### config.mk
export PLATFORM = sky130hd
export DESIGN_NAME = scdt_top
export DESIGN_NICKNAME = d
export VERILOG_FILES = /design/src/logic/scdt_pkg.sv /design/src/logic/scdt_bin_classify.sv /design/src/logic/scdt_top.sv
export VERILOG_INCLUDE_DIRS = /design/src /design/src/logic
export SDC_FILE = /design/constraint.sdc
export NUM_CORES = 1
export LEC_CHECK = 0
export BUFFER_PORTS_ARGS = -buffer_cell sky130_fd_sc_hd__buf_2
export CORE_UTILIZATION = 50
export DETAILED_ROUTE_END_ITERATION = 6
export PLACE_DENSITY = 0.73
export SYNTH_ARGS = -nofsm -noshare
export SYNTH_HDL_FRONTEND = slang
export SYNTH_SLANG_ARGS = --single-unit
### constraint.sdc
create_clock -name SYS_CLK -period 7.5 [get_ports SYS_CLK]
set_clock_uncertainty 0.05 [all_clocks]
set_input_delay 1.125 -clock SYS_CLK [delete_from_list [all_inputs] [get_ports SYS_CLK]]
set_output_delay 1.125 -clock SYS_CLK [all_outputs]
set_load 0.005 [all_outputs]
### src/logic/scdt_regs.svh
`ifndef SCDT_REGS_SVH
`define SCDT_REGS_SVH

// Strap pin selectors
`define SCDT_PIN_CORE 2'h0
`define SCDT_PIN_AUX 2'h1
`define SCDT_PIN_SLEW 2'h2

// Bin codes
`define SCDT_OPEN_BIN 4'hF
`define SCDT_UPPER_BIT 3

// Reset values of the configuration outputs
`define SCDT_RST_OFFSET 16'sh0000
`define SCDT_RST_SLEW 8'h64
`define SCDT_RST_FREQ 10'h12C
`define SCDT_RST_FLOAT 1'b1

// Timing
`define SCDT_CLK_PERIOD_NS 10
`define SCDT_BODY_DIODE_NS 40
`define SCDT_BODY_DIODE_CYC (`SCDT_BODY_DIODE_NS / `SCDT_CLK_PERIOD_NS)

`endif

### src/logic/scdt_pkg.sv
package scdt_pkg;
  typedef logic [3:0] scdt_bin_t;
  typedef enum logic [1:0] {CF_WAIT, CF_MEASURE, CF_DONE} scdt_cf_state_t;
  typedef enum logic [1:0] {DZ_IDLE, DZ_ON, DZ_WATCH} scdt_dz_state_t;
endpackage

### src/logic/scdt_bin_classify.sv
`timescale 1ns/1ps
`include "scdt_regs.svh"
module scdt_bin_classify (
  input wire logic clk,
  input wire logic rst_n,
  input wire logic meas_valid,
  input wire logic [1:0] meas_sel,
  input wire logic [15:0] meas_code,
  input wire logic meas_open,
  output logic bin_valid,
  output logic bin_err,
  output logic [1:0] bin_sel,
  output scdt_pkg::scdt_bin_t bin
);
  // Tolerance limits in units of 10 ohm, lowest bin first
  localparam logic [15:0] LIM_MIN [0:14] = '{
    16'h022A, 16'h0308, 16'h046D, 16'h0681, 16'h078A, 16'h0995,
    16'h0D15, 16'h0FDA, 16'h1420, 16'h1C2A, 16'h24AB, 16'h2E8F,
    16'h3B41, 16'h4607, 16'h50CD};
  localparam logic [15:0] LIM_MAX [0:14] = '{
    16'h023A, 16'h031E, 16'h048F, 16'h06B3, 16'h07C5, 16'h09DF,
    16'h0D7B, 16'h1055, 16'h14BC, 16'h1D05, 16'h25C8, 16'h2FF9,
    16'h3D0F, 16'h4829, 16'h5343};

  logic next_bin_valid;
  logic next_bin_err;
  logic [1:0] next_bin_sel;
  scdt_pkg::scdt_bin_t next_bin;

  // Sixteen bins, open circuit last
  always_comb begin
    next_bin_valid = meas_valid;
    next_bin_sel = meas_sel;
    next_bin = `SCDT_OPEN_BIN;
    next_bin_err = meas_valid && !meas_open;
    if (!meas_open) begin
      for (int i = 0; i < 15; i++) begin
        if (meas_code >= LIM_MIN[i] && meas_code <= LIM_MAX[i]) begin
          next_bin = 4'(i);
          next_bin_err = 1'b0;
        end
      end
    end
  end

  always_ff @(posedge clk or negedge rst_n) begin
    if (!rst_n) begin
      bin_valid <= 1'b0;
      bin_err <= 1'b0;
      bin_sel <= 2'h0;
      bin <= 4'h0;
    end else begin
      bin_valid <= next_bin_valid;
      bin_err <= next_bin_err;
      bin_sel <= next_bin_sel;
      bin <= next_bin;
    end
  end
endmodule

### src/logic/scdt_top.sv
`timescale 1ns/1ps
`include "scdt_regs.svh"
// Notes on behaviour
// - In DCM, end low-side on-time when the phase comparator sees zero cross.
// - After turn-off, trim comparator threshold stepwise toward 40ns diode time.
// - Measure the three strap pins only early in soft-start, then latch.
// - Classify each strap into sixteen tolerance bins, open being the last.
// - Core offset bins map -43.75 up to +6.25, then 18.75 .. 0 mV.
// - Aux offset bins map 18.75 .. 0 mV, repeated for the upper eight.
// - Slew rate cycles 20, 15, 12.5, 10 mV/us over each group of four.
// - Slew strap low half: driver to core ch3; upper half: swapped.
// - Slew rate, once latched, never changes until reset.
// - One common slew rate for both regulators.
// - Frequency from slew and aux straps: 300/350 or 400/450 kHz.
module scdt_top #(
  parameter int TRIM_W = 6,
  parameter int CNT_W = 5
) (
  input wire logic SYS_CLK,
  input wire logic RST_N,
  input wire logic SOFTSTART_EARLY,
  input wire logic STRAP_MEAS_VALID,
  input wire logic [1:0] STRAP_MEAS_SEL,
  input wire logic [15:0] STRAP_MEAS_CODE,
  input wire logic STRAP_MEAS_OPEN,
  output logic signed [15:0] CORE_OFFSET,
  output logic signed [15:0] AUX_OFFSET,
  output logic [7:0] SLEW_RATE,
  output logic [9:0] SWITCH_FREQ,
  output logic FLOAT_DRV_TO_AUX,
  output logic CONFIG_VALID,
  output logic STRAP_ERR,
  input wire logic DCM_MODE,
  input wire logic LS_ON,
  input wire logic ZC_DETECT,
  input wire logic PHASE_DIODE,
  input wire logic PHASE_SPIKE,
  output logic LS_OFF_REQ,
  output logic signed [TRIM_W-1:0] ZC_TRIM
);
  localparam logic [CNT_W-1:0] DIODE_TGT = CNT_W'(`SCDT_BODY_DIODE_CYC);
  localparam logic [CNT_W-1:0] CNT_MAX = {CNT_W{1'b1}};
  localparam logic signed [TRIM_W-1:0] TRIM_MAX = {1'b0, {TRIM_W-1{1'b1}}};
  localparam logic signed [TRIM_W-1:0] TRIM_MIN = {1'b1, {TRIM_W-1{1'b0}}};

  // Offsets in units of 10 uV
  function automatic logic signed [15:0] aux_map(input scdt_pkg::scdt_bin_t b);
    case (b[2:0])
      3'h0: aux_map = 16'sh0753;
      3'h1: aux_map = 16'sh0C35;
      3'h2: aux_map = 16'sh1118;
      3'h3: aux_map = 16'sh1388;
      3'h4: aux_map = 16'sh0EA6;
      3'h5: aux_map = 16'sh09C4;
      3'h6: aux_map = 16'sh04E2;
      default: aux_map = 16'sh0000;
    endcase
  endfunction

  function automatic logic signed [15:0] core_map(input scdt_pkg::scdt_bin_t b);
    if (b[`SCDT_UPPER_BIT]) begin
      core_map = aux_map(b);
    end else begin
      case (b[2:0])
        3'h0: core_map = -16'sh1117;
        3'h1: core_map = -16'sh0EA6;
        3'h2: core_map = -16'sh0C35;
        3'h3: core_map = -16'sh09C4;
        3'h4: core_map = -16'sh0753;
        3'h5: core_map = -16'sh04E2;
        3'h6: core_map = -16'sh0271;
        default: core_map = 16'sh0271;
      endcase
    end
  endfunction

  // Slew in units of 0.1 mV/us
  function automatic logic [7:0] slew_map(input scdt_pkg::scdt_bin_t b);
    case (b[1:0])
      2'h0: slew_map = 8'hC8;
      2'h1: slew_map = 8'h96;
      2'h2: slew_map = 8'h7D;
      default: slew_map = 8'h64;
    endcase
  endfunction

  function automatic logic [9:0] freq_map(input scdt_pkg::scdt_bin_t s,
                                          input scdt_pkg::scdt_bin_t a);
    logic low_pair;
    logic high_pick;
    low_pair = (s >= 4'h4 && s <= 4'h7) || (s >= 4'hC);
    high_pick = !a[`SCDT_UPPER_BIT];
    case ({low_pair, high_pick})
      2'b10: freq_map = 10'h12C;
      2'b11: freq_map = 10'h15E;
      2'b00: freq_map = 10'h190;
      default: freq_map = 10'h1C2;
    endcase
  endfunction

  // Reset release through two flops
  logic rst_meta;
  logic rst_n;
  always_ff @(posedge SYS_CLK or negedge RST_N) begin
    if (!RST_N) begin
      rst_meta <= 1'b0;
      rst_n <= 1'b0;
    end else begin
      rst_meta <= 1'b1;
      rst_n <= rst_meta;
    end
  end

  scdt_pkg::scdt_cf_state_t cf_state, next_cf_state;
  scdt_pkg::scdt_bin_t bin_core, bin_aux, bin_slew;
  scdt_pkg::scdt_bin_t next_bin_core, next_bin_aux, next_bin_slew;
  logic [2:0] got, next_got;
  logic next_err;
  logic signed [15:0] next_core_off, next_aux_off;
  logic [7:0] next_slew;
  logic [9:0] next_freq;
  logic next_float;
  logic cls_in_valid;
  logic cls_valid;
  logic cls_err;
  logic [1:0] cls_sel;
  scdt_pkg::scdt_bin_t cls_bin;

  // Strap readings accepted only in the early soft-start window
  assign cls_in_valid = STRAP_MEAS_VALID && SOFTSTART_EARLY &&
                        cf_state == scdt_pkg::CF_MEASURE;

  scdt_bin_classify u_cls (
    .clk(SYS_CLK),
    .rst_n(rst_n),
    .meas_valid(cls_in_valid),
    .meas_sel(STRAP_MEAS_SEL),
    .meas_code(STRAP_MEAS_CODE),
    .meas_open(STRAP_MEAS_OPEN),
    .bin_valid(cls_valid),
    .bin_err(cls_err),
    .bin_sel(cls_sel),
    .bin(cls_bin)
  );

  always_comb begin
    next_cf_state = cf_state;
    next_bin_core = bin_core;
    next_bin_aux = bin_aux;
    next_bin_slew = bin_slew;
    next_got = got;
    next_err = STRAP_ERR || (cls_valid && cls_err);
    case (cf_state)
      scdt_pkg::CF_WAIT: begin
        if (SOFTSTART_EARLY) begin
          next_cf_state = scdt_pkg::CF_MEASURE;
        end
      end
      scdt_pkg::CF_MEASURE: begin
        if (cls_valid && !cls_err) begin
          if (cls_sel == `SCDT_PIN_CORE) begin
            next_bin_core = cls_bin;
            next_got[0] = 1'b1;
          end else if (cls_sel == `SCDT_PIN_AUX) begin
            next_bin_aux = cls_bin;
            next_got[1] = 1'b1;
          end else if (cls_sel == `SCDT_PIN_SLEW) begin
            next_bin_slew = cls_bin;
            next_got[2] = 1'b1;
          end
        end
        if (&next_got) begin
          next_cf_state = scdt_pkg::CF_DONE;
        end else if (!SOFTSTART_EARLY) begin
          // Unread pins default to open
          if (!next_got[0]) next_bin_core = `SCDT_OPEN_BIN;
          if (!next_got[1]) next_bin_aux = `SCDT_OPEN_BIN;
          if (!next_got[2]) next_bin_slew = `SCDT_OPEN_BIN;
          next_got = 3'h7;
          next_cf_state = scdt_pkg::CF_DONE;
        end
      end
      default: begin
        next_cf_state = scdt_pkg::CF_DONE;
      end
    endcase
    if (next_cf_state == scdt_pkg::CF_DONE) begin
      next_core_off = core_map(next_bin_core);
      next_aux_off = aux_map(next_bin_aux);
      next_slew = slew_map(next_bin_slew);
      next_freq = freq_map(next_bin_slew, next_bin_aux);
      next_float = next_bin_slew[`SCDT_UPPER_BIT];
    end else begin
      next_core_off = `SCDT_RST_OFFSET;
      next_aux_off = `SCDT_RST_OFFSET;
      next_slew = `SCDT_RST_SLEW;
      next_freq = `SCDT_RST_FREQ;
      next_float = `SCDT_RST_FLOAT;
    end
  end

  always_ff @(posedge SYS_CLK or negedge rst_n) begin
    if (!rst_n) begin
      cf_state <= scdt_pkg::CF_WAIT;
      bin_core <= `SCDT_OPEN_BIN;
      bin_aux <= `SCDT_OPEN_BIN;
      bin_slew <= `SCDT_OPEN_BIN;
      got <= 3'h0;
      STRAP_ERR <= 1'b0;
      CORE_OFFSET <= `SCDT_RST_OFFSET;
      AUX_OFFSET <= `SCDT_RST_OFFSET;
      SLEW_RATE <= `SCDT_RST_SLEW;
      SWITCH_FREQ <= `SCDT_RST_FREQ;
      FLOAT_DRV_TO_AUX <= `SCDT_RST_FLOAT;
      CONFIG_VALID <= 1'b0;
    end else begin
      cf_state <= next_cf_state;
      bin_core <= next_bin_core;
      bin_aux <= next_bin_aux;
      bin_slew <= next_bin_slew;
      got <= next_got;
      STRAP_ERR <= next_err;
      CORE_OFFSET <= next_core_off;
      AUX_OFFSET <= next_aux_off;
      SLEW_RATE <= next_slew;
      SWITCH_FREQ <= next_freq;
      FLOAT_DRV_TO_AUX <= next_float;
      CONFIG_VALID <= next_cf_state == scdt_pkg::CF_DONE;
    end
  end

  // Light-load low-side turn-off and threshold trim
  scdt_pkg::scdt_dz_state_t dz_state, next_dz_state;
  logic [CNT_W-1:0] dz_cnt, next_dz_cnt;
  logic dz_rev, next_dz_rev;
  logic dz_done;
  logic next_ls_off;
  logic signed [TRIM_W-1:0] next_trim;

  always_comb begin
    next_dz_state = dz_state;
    next_dz_cnt = dz_cnt;
    next_dz_rev = dz_rev;
    next_trim = ZC_TRIM;
    dz_done = 1'b0;
    next_ls_off = 1'b0;
    case (dz_state)
      scdt_pkg::DZ_IDLE: begin
        if (DCM_MODE && LS_ON) next_dz_state = scdt_pkg::DZ_ON;
      end
      scdt_pkg::DZ_ON: begin
        next_ls_off = DCM_MODE && LS_ON && ZC_DETECT;
        if (!LS_ON) begin
          next_dz_state = scdt_pkg::DZ_WATCH;
          next_dz_cnt = CNT_W'(PHASE_DIODE);
          next_dz_rev = 1'b0;
        end
      end
      default: begin
        next_dz_rev = dz_rev || PHASE_SPIKE;
        if (PHASE_DIODE && !LS_ON && dz_cnt != CNT_MAX) begin
          next_dz_cnt = dz_cnt + 1'b1;
        end else begin
          dz_done = 1'b1;
          next_dz_state = LS_ON ? scdt_pkg::DZ_ON : scdt_pkg::DZ_IDLE;
          if (next_dz_rev || dz_cnt < DIODE_TGT) begin
            if (ZC_TRIM != TRIM_MIN) next_trim = ZC_TRIM - 2'sb01;
          end else if (dz_cnt > DIODE_TGT) begin
            if (ZC_TRIM != TRIM_MAX) next_trim = ZC_TRIM + 2'sb01;
          end
        end
      end
    endcase
    if (!DCM_MODE) begin
      next_dz_state = scdt_pkg::DZ_IDLE;
    end
  end

  always_ff @(posedge SYS_CLK or negedge rst_n) begin
    if (!rst_n) begin
      dz_state <= scdt_pkg::DZ_IDLE;
      dz_cnt <= '0;
      dz_rev <= 1'b0;
      LS_OFF_REQ <= 1'b0;
      ZC_TRIM <= '0;
    end else begin
      dz_state <= next_dz_state;
      dz_cnt <= next_dz_cnt;
      dz_rev <= next_dz_rev;
      LS_OFF_REQ <= next_ls_off;
      ZC_TRIM <= next_trim;
    end
  end
endmodule
==> Word level (Yosys, flattened, before mapping) <==
Cells that the tools add are included.
{ "op_classes": {"n_addsub": 3, "n_lt_le_gt_ge": 35, "n_eq_ne": 29, "muxes": 93, "n_bitwise": 3, "n_reduce_logical": 49} }
{ "op_table": {"columns": ["op", "count"], "rows": [
  ["case mux 13 bit (7 select lines)", 2],
  ["two-way mux 4 bit", 37],
  ["case mux 16 bit (7 select lines)", 1],
  [">= comparator 16 x 11 -> 1 bit (second input constant)", 3],
  [">= comparator 16 x 12 -> 1 bit (second input constant)", 3],
  [">= comparator 16 x 14 -> 1 bit (second input constant)", 3],
  ["less-or-equal comparator 16 x 11 -> 1 bit (second input constant)", 3],
  ["less-or-equal comparator 16 x 13 -> 1 bit (second input constant)", 3],
  ["less-or-equal comparator 16 x 14 -> 1 bit (second input constant)", 3],
  ["two-way mux 16 bit", 3],
  ["case mux 8 bit (3 select lines)", 2],
  [">= comparator 16 x 10 -> 1 bit (second input constant)", 2],
  [">= comparator 16 x 13 -> 1 bit (second input constant)", 2],
  [">= comparator 16 x 15 -> 1 bit (second input constant)", 2],
  ["less-or-equal comparator 16 x 10 -> 1 bit (second input constant)", 2],
  ["less-or-equal comparator 16 x 12 -> 1 bit (second input constant)", 2],
  ["less-or-equal comparator 16 x 15 -> 1 bit (second input constant)", 2],
  ["logical AND 1 bit", 25],
  ["two-way mux 1 bit", 24],
  ["two-way mux 6 bit", 4],
  ["== test 3 bit (second input constant)", 6],
  ["two-way mux 2 bit", 8],
  ["== test 3 x 2 -> 1 bit (second input constant)", 4],
  ["two-way mux 3 bit", 4],
  ["33 further kinds", 62]
]} }
{ "word_totals": {"register_bits": 95, "output_inout_bits": 60, "elab_cells": 235} }

==> Depth between registers and ports, before layout <==
Gate-level depths: netlist (run 1).
{ "logic_depth": {"word_depth": 19, "mapped_depth": 11, "depth_no_buf": 10} }

==> Cells and area by module <==
Synthesis (run 1) repeated with hierarchy kept, for this count alone.
{ "unflattened": {"cells_unflattened": 524, "area_unflattened_um2": 4982.3} }
{ "modules_own_cells": {"columns": ["mod", "n_inst", "cells_each", "area_per_inst_um2", "seq_area_each_um2"], "rows": [
  ["scdt_top", 1, 349, 3723.6, 1899.3],
  ["scdt_bin_classify", 1, 175, 1258.7, 200.2]
]} }

==> Worst setup path before layout (run 1) <==
OpenSTA, ideal clock, no wires.
{ "synth_timing": {"path_kind": "input to register", "start": "input port SOFTSTART_EARLY", "end": "register CORE_OFFSET[0]", "setup_ns": 0.104, "arrival_time_ns": 3.244, "slack_ns": 4.102, "path_stages": 9, "path_buffers": 1, "cell_sequence": "or3b_1 > nor3_2 > nand2b_1 > inv_1 > ha_1 > clkbuf_1 > nor3_1 > a21oi_1 > a221oi_1"} }
{ "synth_between": {"elab_chain_len": 7, "elab_cells_between_ends": 19, "classes_between": "7 x eq/ne; 11 x mux; 1 x reduce/logical"} }
{ "synth_lines": {"columns": ["element", "line", "rtl"], "rows": [
  ["start: declaration", "scdt_top.sv:21", "input wire logic SOFTSTART_EARLY,"],
  ["two-way mux 4 bit (*)", "scdt_top.sv:174", "end else if (!SOFTSTART_EARLY) begin"],
  ["two-way mux 4 bit (*)", "scdt_top.sv:172", "if (&next_got) begin"],
  ["two-way mux 4 bit (*)", "scdt_top.sv:153", "case (cf_state)"],
  ["named net next_bin_core[1]", "scdt_top.sv:116", "scdt_pkg::scdt_bin_t next_bin_core, next_bin_aux, next_bin_slew;"],
  ["== test 3 bit, or another cell as far along", "scdt_top.sv:48, scdt_top.sv:64", null],
  ["case mux 16 bit (7 select lines) / case mux 13 bit (7 select lines) (equally long branches)", "scdt_top.sv:64, scdt_top.sv:48", null],
  ["two-way mux 16 bit (*)", "scdt_top.sv:61", "if (b[`SCDT_UPPER_BIT]) begin"],
  ["two-way mux 16 bit (*)", "scdt_top.sv:187", "if (next_cf_state == scdt_pkg::CF_DONE) begin"],
  ["named net next_core_off[0]", "scdt_top.sv:119", "logic signed [15:0] next_core_off, next_aux_off;"],
  ["end signal: assignment", "scdt_top.sv:210", "CORE_OFFSET <= `SCDT_RST_OFFSET;"],
  ["end signal: assignment", "scdt_top.sv:223", "CORE_OFFSET <= next_core_off;"],
  ["end: declaration", "scdt_top.sv:26", "output logic signed [15:0] CORE_OFFSET,"]
]} }
Mark *: on every way through the listed nets, which the timed path passes. The rest lies on a longest branch.
A chain may end at the register's enable or synchronous reset.

==> Final worst setup path (run 1) <==
{ "layout_timing": {"start": "input port SOFTSTART_EARLY", "end": "register CORE_OFFSET[5]"} }
Same word-level chain as after synthesis.

==> out/metrics.cfg, run 1 <==
[floorplanning]
dieArea_um2=10100
start_util_pct=52.1
core-area_um2=9330
die_w_um=101
rows=35
io_pins=88
fp.dieH_um=101

[yosys]
synth_top_cells_by_count=dfrtp_1, nor2_1, a21oi_1
yosysMostFrequentCell=dfrtp_1
ys_types=81
avgSynthCellArea_um2=9.51
synth_edf_count=0
synth_top_area_cell=dfrtp_1
synth_area_um2=4860
netlist_instances=511
yosys_warnings=0
synthFlopType=dfrtp_1
async_flop_share_pct=100
ys_ff_latch=83
yosysSeqAreaShare_pct=43.2
yosysTopAreaCellShare_pct=33.5
ys_top_cells_by_area=dfrtp_1, dfstp_2, ha_1

[critical_path]
max_stage_delay_ns=0.51
cp-end-kind=flop
r2r_cells=8
crit_buf_inv=2
crit_fanout=12
r2r-start=cf_state[1]
reg2reg_slack_ns=4.23
r2r_end=CORE_OFFSET[5]
cp-start-kind=primary input
arrival_ns=3.80
crit_path_top_delay_cell=nor3_1
path_cells=buf_2 > or3b_1 > nor3_2 > a211o_1 > inv_1 > ha_1 > nor3_1 > a21oi_1 > a221oi_1
critical_path_class=primary input to flop
required_ns=7.71
cp_top_family=simple AND/OR/NAND/NOR gates

[drt]
drt-met1-wl_um=4960
ant_nets=0
drtIter0Drc=169
viasPerCell=5.82
top_layer=met4
wl_um=10900
route.met2.wl_um=4960
vias=4089
drc=0
routedWlPerCell_um=15.5
dr_wl_met3_um=713
firstDrtPassIters=5

[cts]
cts_num_sinks=83
clk_latency_ns=0.36
cts_tree=built
clock-root-buffer=clkbuf_8
htreeDepth=3
cts_inserted_buffers=9
cts_max_path_buffers=2
clkTransAtPathRegs_ns=0.09
cts_setup_buffers=0
postCtsHoldBufs=0
cts_resized=0

[status]
outcome=finished clean

[placed_design]
place_hpwl_um=7850
routabilityCongestion=0.964
numPortBuffers=81
postPlaceCellArea_um2=5240
place_ws_ns=3.63

[sta]
finalHoldViolCount=0
hold_slack_ns=0.306
timing.slew.headroom_pct=34.0
fmax_ghz=0.278
tightest_slew_ns=0.990
setup_viol=0
slew_viol_final=0
rsz0062_at_grt=no
fin_tns_setup_ns=0
worst_slack_ns=3.91
period_share_pct=47.9
fin_crit_ns=3.59

[power_and_ir_drop]
p_sw_w=0.000359
power_density_nw_per_um2=215
internal_power_w=0.000809
seqPwrFrac_pct=48.5
power_w=0.00117
clock_power_share_pct=27.9
swShare_pct=30.7
combPwrFrac_pct=23.6
p_leak_nw=2.43
peakVddDrop_v=0.000110

[grt]
grt_pass1_wl_um=18400
grt_usage_pct=23.1
grt_antenna_before_repair=0
grt_pass1_vias=3787
grt-ovfl-total=0
grt_max_degree=82

[finish]
area.growth.synth_to_final_pct=11.9
layout-drive-gt1-share_pct=24.6
fill_cells=825
nets=617
n_antenna_cell=0
design_area_um2=5440

[hold_path]
min_to=rst_n
hold_path.class=flop to flop
whs_path_depth=0
min-delay-start=rst_meta

[job]
cap_violations=0

==> registers in the layout, summed over array words and instances (netlist names), 5 cells and up <==
signal	cells
ZC_TRIM	6
CORE_OFFSET	14
SLEW_RATE	8
SWITCH_FREQ	5
AUX_OFFSET	11
dz_cnt	5
==> cell type report <==
cell class / instances / area (um^2) / share of cell area (%)
clock buffer: 11 / 141 / 2.60
clock inverter: 5 / 60.1 / 1.10
inverter: 21 / 81.3 / 1.49
multi-input combinational: 371 / 2480 / 45.6
sequential: 83 / 2100 / 38.7
tap: 129 / 161 / 2.97
timing repair buffer: 82 / 413 / 7.59
==> power groups by stage <==
stage	sequential [W]	clock, W	combinational (W)
final	0.000567	0.000326	0.000276
after global routing	0.000577	0.000354	0.000313
after CTS	0.000568	0.000335	0.000277
after detailed placement	0.000577	0	0.000277
after global placement	0.000575	0	0.000268
after floorplan	0.000573	0	0.000180
==> stage by stage <==
stage	std cells	util, %
3_3_place_gp	686	56.2
5_1_grt	702	58.3
4_1_cts	702	58.3
3_5_place_dp	686	56.2
2_1_floorplan	516	-
6_report	702	58.3
==> worst max-delay path by stage <==
stage                         start        endpoint  slack (ns)  depth (start not counted)
CTS                 SOFTSTART_EARLY  CORE_OFFSET[0]        3.99                          9
floorplan           SOFTSTART_EARLY  CORE_OFFSET[0]        4.10                          9
finish              SOFTSTART_EARLY  CORE_OFFSET[5]        3.91                          9
global placement    SOFTSTART_EARLY  CORE_OFFSET[0]        3.80                          9
global route        SOFTSTART_EARLY  CORE_OFFSET[0]        3.62                          9
detailed placement  SOFTSTART_EARLY  CORE_OFFSET[0]        3.63                          9
==> worst reg2reg max path: cells and delay by family (launching register included) <==
family                   cells  cell delay [ns]
AO/OA/AOI/OAI                2             0.56
adder cells (fa/ha/maj)      1             0.30
flip-flops                   1             0.43
multiplexers                 1             0.27
AND/OR/NAND/NOR              4             1.57
==> placed cells by master, fill, tap and decap left out, types with 8 or more instances in the layout <==
cell       n
dfstp_2   18
nand3b_1  10
nor3_1    28
o211ai_1   9
a21oi_1   32
clkbuf_8  10
nor2_1    44
nand3_1   14
nand2_1   32
ha_1      20
inv_1     19
o21ai_0   18
buf_2     81
nand4_1    8
a21o_1    14
dfrtp_1   64
==> metal layers <==
layer,track usage (%),vias to the layer above
met5,0,-
met4,8.70,0
met3,5.55,24
met2,36.3,181
met1,31.1,1922
li1,-,1962
==> cell families (layout without fill, tap and decap cells) <==
| group | after synthesis | count (layout) | share of synthesized area (%) |
|---|---|---|---|
| and+or+nand+nor | 190 | 190 | 21.2 |
| AOI/OAI and AO/OA | 133 | 133 | 19.6 |
| DFF | 83 | 83 | 43.2 |
| buffers and inverters | 62 | 119 | 6.23 |
| adders and majority gates | 21 | 21 | 5.56 |
| muxes | 11 | 11 | 2.47 |
| xor gates and xnor gates | 9 | 9 | 1.62 |
| other | 2 | 7 | 0.155 |
Note: power is estimated with default switching activity, not from simulation.
==> run 2: changes to the inputs <==
--- a/config.mk
+++ b/config.mk
@@ -6,10 +6,11 @@
 export SDC_FILE = /design/constraint.sdc
 export NUM_CORES = 1
 export LEC_CHECK = 0
+export ABC_AREA = 1
 export BUFFER_PORTS_ARGS = -buffer_cell sky130_fd_sc_hd__buf_2
 export CORE_UTILIZATION = 50
 export DETAILED_ROUTE_END_ITERATION = 6
-export PLACE_DENSITY = 0.73
+export PLACE_DENSITY = 0.75
 export SYNTH_ARGS = -nofsm -noshare
 export SYNTH_HDL_FRONTEND = slang
 export SYNTH_SLANG_ARGS = --single-unit
==> constraint.sdc (replaced) <==
create_clock -name SYS_CLK -period 3.3 [get_ports SYS_CLK]
set_clock_uncertainty 0.05 [all_clocks]
set_input_delay 0.495 -clock SYS_CLK [delete_from_list [all_inputs] [get_ports SYS_CLK]]
set_output_delay 0.495 -clock SYS_CLK [all_outputs]
set_load 0.005 [all_outputs]
==> out/metrics.cfg, run 2 <==
[status]
outcome=finished clean  ; unchanged

[placed_design]
numPortBuffers=81  ; unchanged
place_hpwl_um=9590  ; was 7850 um
routabilityCongestion=0.997  ; was 0.964
dp.cells=892  ; was 686

[cts]
postCtsHoldBufs=1  ; was 0
cts_max_path_buffers=2  ; unchanged
clock-root-buffer=clkbuf_8  ; unchanged
cts_num_sinks=83  ; unchanged
clk_latency_ns=0.36  ; about the same
cts_tree=built  ; unchanged
cts_inserted_buffers=9  ; unchanged
clkTransAtPathRegs_ns=0.09  ; about the same
cts_setup_buffers=0  ; unchanged
cts_resized=0  ; unchanged
htreeDepth=3  ; unchanged

[critical_path]
r2r_end=CORE_OFFSET[3]  ; was CORE_OFFSET[5]
max_stage_delay_ns=0.46  ; was 0.51 ns
arrival_ns=2.61  ; was 3.80 ns
cp-start-kind=flop  ; was primary input
cp-end-kind=flop  ; unchanged
r2r_cells=13  ; was 8
r2r-start=cf_state[1]  ; unchanged
critical_path_class=flop to flop  ; was primary input to flop
reg2reg_slack_ns=0.88  ; was 4.23 ns
path_cells=nor2_4 > nand3_4 > nand2_1 > o21ai_0 > nor2_1 > inv_1 > ha_1 > nand2_2 > nand2_2 > nor2_4 > nand2_2 > nand2_1 > o21ai_1  ; was buf_2 > or3b_1 > nor3_2 > a211o_1 > inv_1 > ha_1 > nor3_1 > a21oi_1 > a221oi_1
cp_common_cell=nand2_2
required_ns=3.49  ; was 7.71 ns
crit_fanout=8  ; was 12
crit_path_top_delay_cell=dfrtp_1  ; was nor3_1

[yosys]
synth_area_um2=5240  ; was 4860 um^2
async_flop_share_pct=100  ; unchanged
synth_top_area_cell=dfrtp_1  ; unchanged
yosysMostFrequentCell=nand2_1  ; was dfrtp_1
ys_ff_latch=83  ; unchanged
synthFlopType=dfrtp_1  ; unchanged
yosysTopAreaCellShare_pct=31.0  ; was 33.5%
yosys_warnings=0  ; unchanged
synth_edf_count=0  ; unchanged
avgSynthCellArea_um2=7.59  ; was 9.51 um^2
synth_top_cells_by_count=nand2_1, nor2_1, inv_1  ; was dfrtp_1, nor2_1, a21oi_1
ys_types=48  ; was 81
yosysSeqAreaShare_pct=40.0  ; was 43.2%
netlist_instances=691  ; was 511
ys_top_cells_by_area=dfrtp_1, nand2_1, dfstp_2  ; was dfrtp_1, dfstp_2, ha_1

[finish]
layout-drive-gt1-share_pct=23.4  ; was 24.6%
area.growth.synth_to_final_pct=12.7  ; was 11.9%
final_cell_mix=nand2_1, nor2_1, inv_1, buf_2, dfrtp_1  ; was buf_2, dfrtp_1, nor2_1, nand2_1, a21oi_1
final_util_pct=57.8  ; was 58.3%
top_register=CORE_OFFSET  ; unchanged
fin_cells=909  ; was 702
largest_reg_flops=14  ; unchanged
fill_cells=948  ; was 825
final_common_cell=nand2_1  ; was buf_2
nets=817  ; was 617
multi_input_area_um2=2640  ; was 2480 um^2
register_area_um2=2100  ; unchanged
reg_top3=CORE_OFFSET x14, AUX_OFFSET x11, SLEW_RATE x8  ; unchanged
n_antenna_cell=0  ; unchanged

[floorplanning]
rows=37  ; was 35
start_util_pct=51.2  ; was 52.1%
die_w_um=104  ; was 101 um
io_pins=88  ; unchanged
dieArea_um2=10900  ; was 10100 um^2
fp.dieH_um=104  ; was 101 um
core-area_um2=10200  ; was 9330 um^2

[power_and_ir_drop]
p_leak_nw=3.02  ; was 2.43 nW
power_density_nw_per_um2=451  ; was 215 nW/um^2
peakVddDrop_v=0.000295  ; was 0.000110 V
power_w=0.00267  ; was 0.00117 W

[sta]
fin_tns_setup_ns=0  ; unchanged
rsz0062_at_grt=no  ; unchanged
tightest_slew_ns=0.999  ; was 0.990 ns
finalHoldViolCount=0  ; unchanged
fmax_ghz=0.414
slew_viol_final=0  ; unchanged
period_share_pct=73.2
fin_crit_ns=2.42
setup_viol=0  ; unchanged
timing.slew.headroom_pct=33.4  ; was 34.0%
hold_slack_ns=0.198  ; was 0.306 ns

[grt]
grt_max_degree=82  ; unchanged
grt_antenna_before_repair=0  ; unchanged
grt_pass1_wl_um=21200  ; was 18400 um
grt_usage_pct=24.5  ; was 23.1%
grt-ovfl-total=0  ; unchanged
grt_pass1_vias=4459  ; was 3787

[drt]
wl_um=12500  ; was 10900 um
ant_nets=0  ; unchanged
vias=4757  ; was 4089
drtIter0Drc=343  ; was 169
firstDrtPassIters=5  ; unchanged
drc=0  ; unchanged
viasPerCell=5.23  ; was 5.82
routedWlPerCell_um=13.7  ; was 15.5 um

[hold_path]
whs_path_depth=1  ; was 0
hold_path.class=primary input to flop  ; was flop to flop
min-delay-start=STRAP_MEAS_SEL[0]  ; was rst_meta
min_to=u_cls.bin_sel[0]  ; was rst_n

[job]
cap_violations=0  ; unchanged

==> run 2: changes by cell type after synthesis, sizes merged, moves of 16 or more <==
cell    change
nand2     +128
o21ai      +31
inv        +77
nor2       +64
nand3      +38
clkbuf     -16
==> run 2: power by group <==
part	internal (W)	switching [W]
sequential	0.00115	0.000112
clock	0.000351	0.000373
combinational	0.000287	0.000397
==> run 2: routing by layer <==
layer	track usage, %	routed length [um]
met1	31.8	5520
met2	39.3	5720
met3	5.64	887
met4	10.0	320
met5	0	0
==> run 2: through the flow <==
stage,cell area [um^2],worst slack (ns)
floorplan,5260,0.799
global placement,5710,0.994
detailed placement,5710,0.891
CTS,5910,0.860
global route,5910,0.648
finish,5910,0.883
==> run 2: worst max path at each step <==
stage / start / endpoint / slack (ns) / cells past startpoint
6_report: cf_state[1] / CORE_OFFSET[3] / 0.88 / 13
5_1_grt: cf_state[1] / CORE_OFFSET[3] / 0.65 / 13
4_1_cts: cf_state[1] / CORE_OFFSET[3] / 0.86 / 13
3_5_place_dp: cf_state[1] / CORE_OFFSET[3] / 0.89 / 13
3_3_place_gp: SOFTSTART_EARLY / CORE_OFFSET[3] / 0.99 / 13
2_1_floorplan: rst_n / AUX_OFFSET[0] / 0.80 / 0
==> run 2: critical path, delay by kind of cell, from the launching register on <==
family / cells / cell delay, ns
and+or+nand+nor: 9 / 1.23
DFF: 1 / 0.46
adders and majority gates: 1 / 0.26
AOI/OAI and AO/OA: 2 / 0.17
buffers and inverters: 1 / 0.13
==> run 2: logic make-up after synthesis <==
group                    count (synthesis)  synth area share (%)
buffers and inverters                  121                  10.0
flip-flops                              83                  40.0
AO/OA/AOI/OAI                           91                  10.6
other                                    2                 0.143
adder cells (fa/ha/maj)                 21                  5.16
AND/OR/NAND/NOR                        368                  33.2
XOR/XNOR                                 5                 0.835
==> run 2: final cells by class <==
cell class                      count  area share [%]
Multi-Input combinational cell    492            44.6
Sequential cell                    83            35.6
Timing Repair Buffer               84            7.28
Inverter                           98            6.35
Tap cell                          136            2.88
Clock buffer                       10            2.16
Clock inverter                      6            1.10
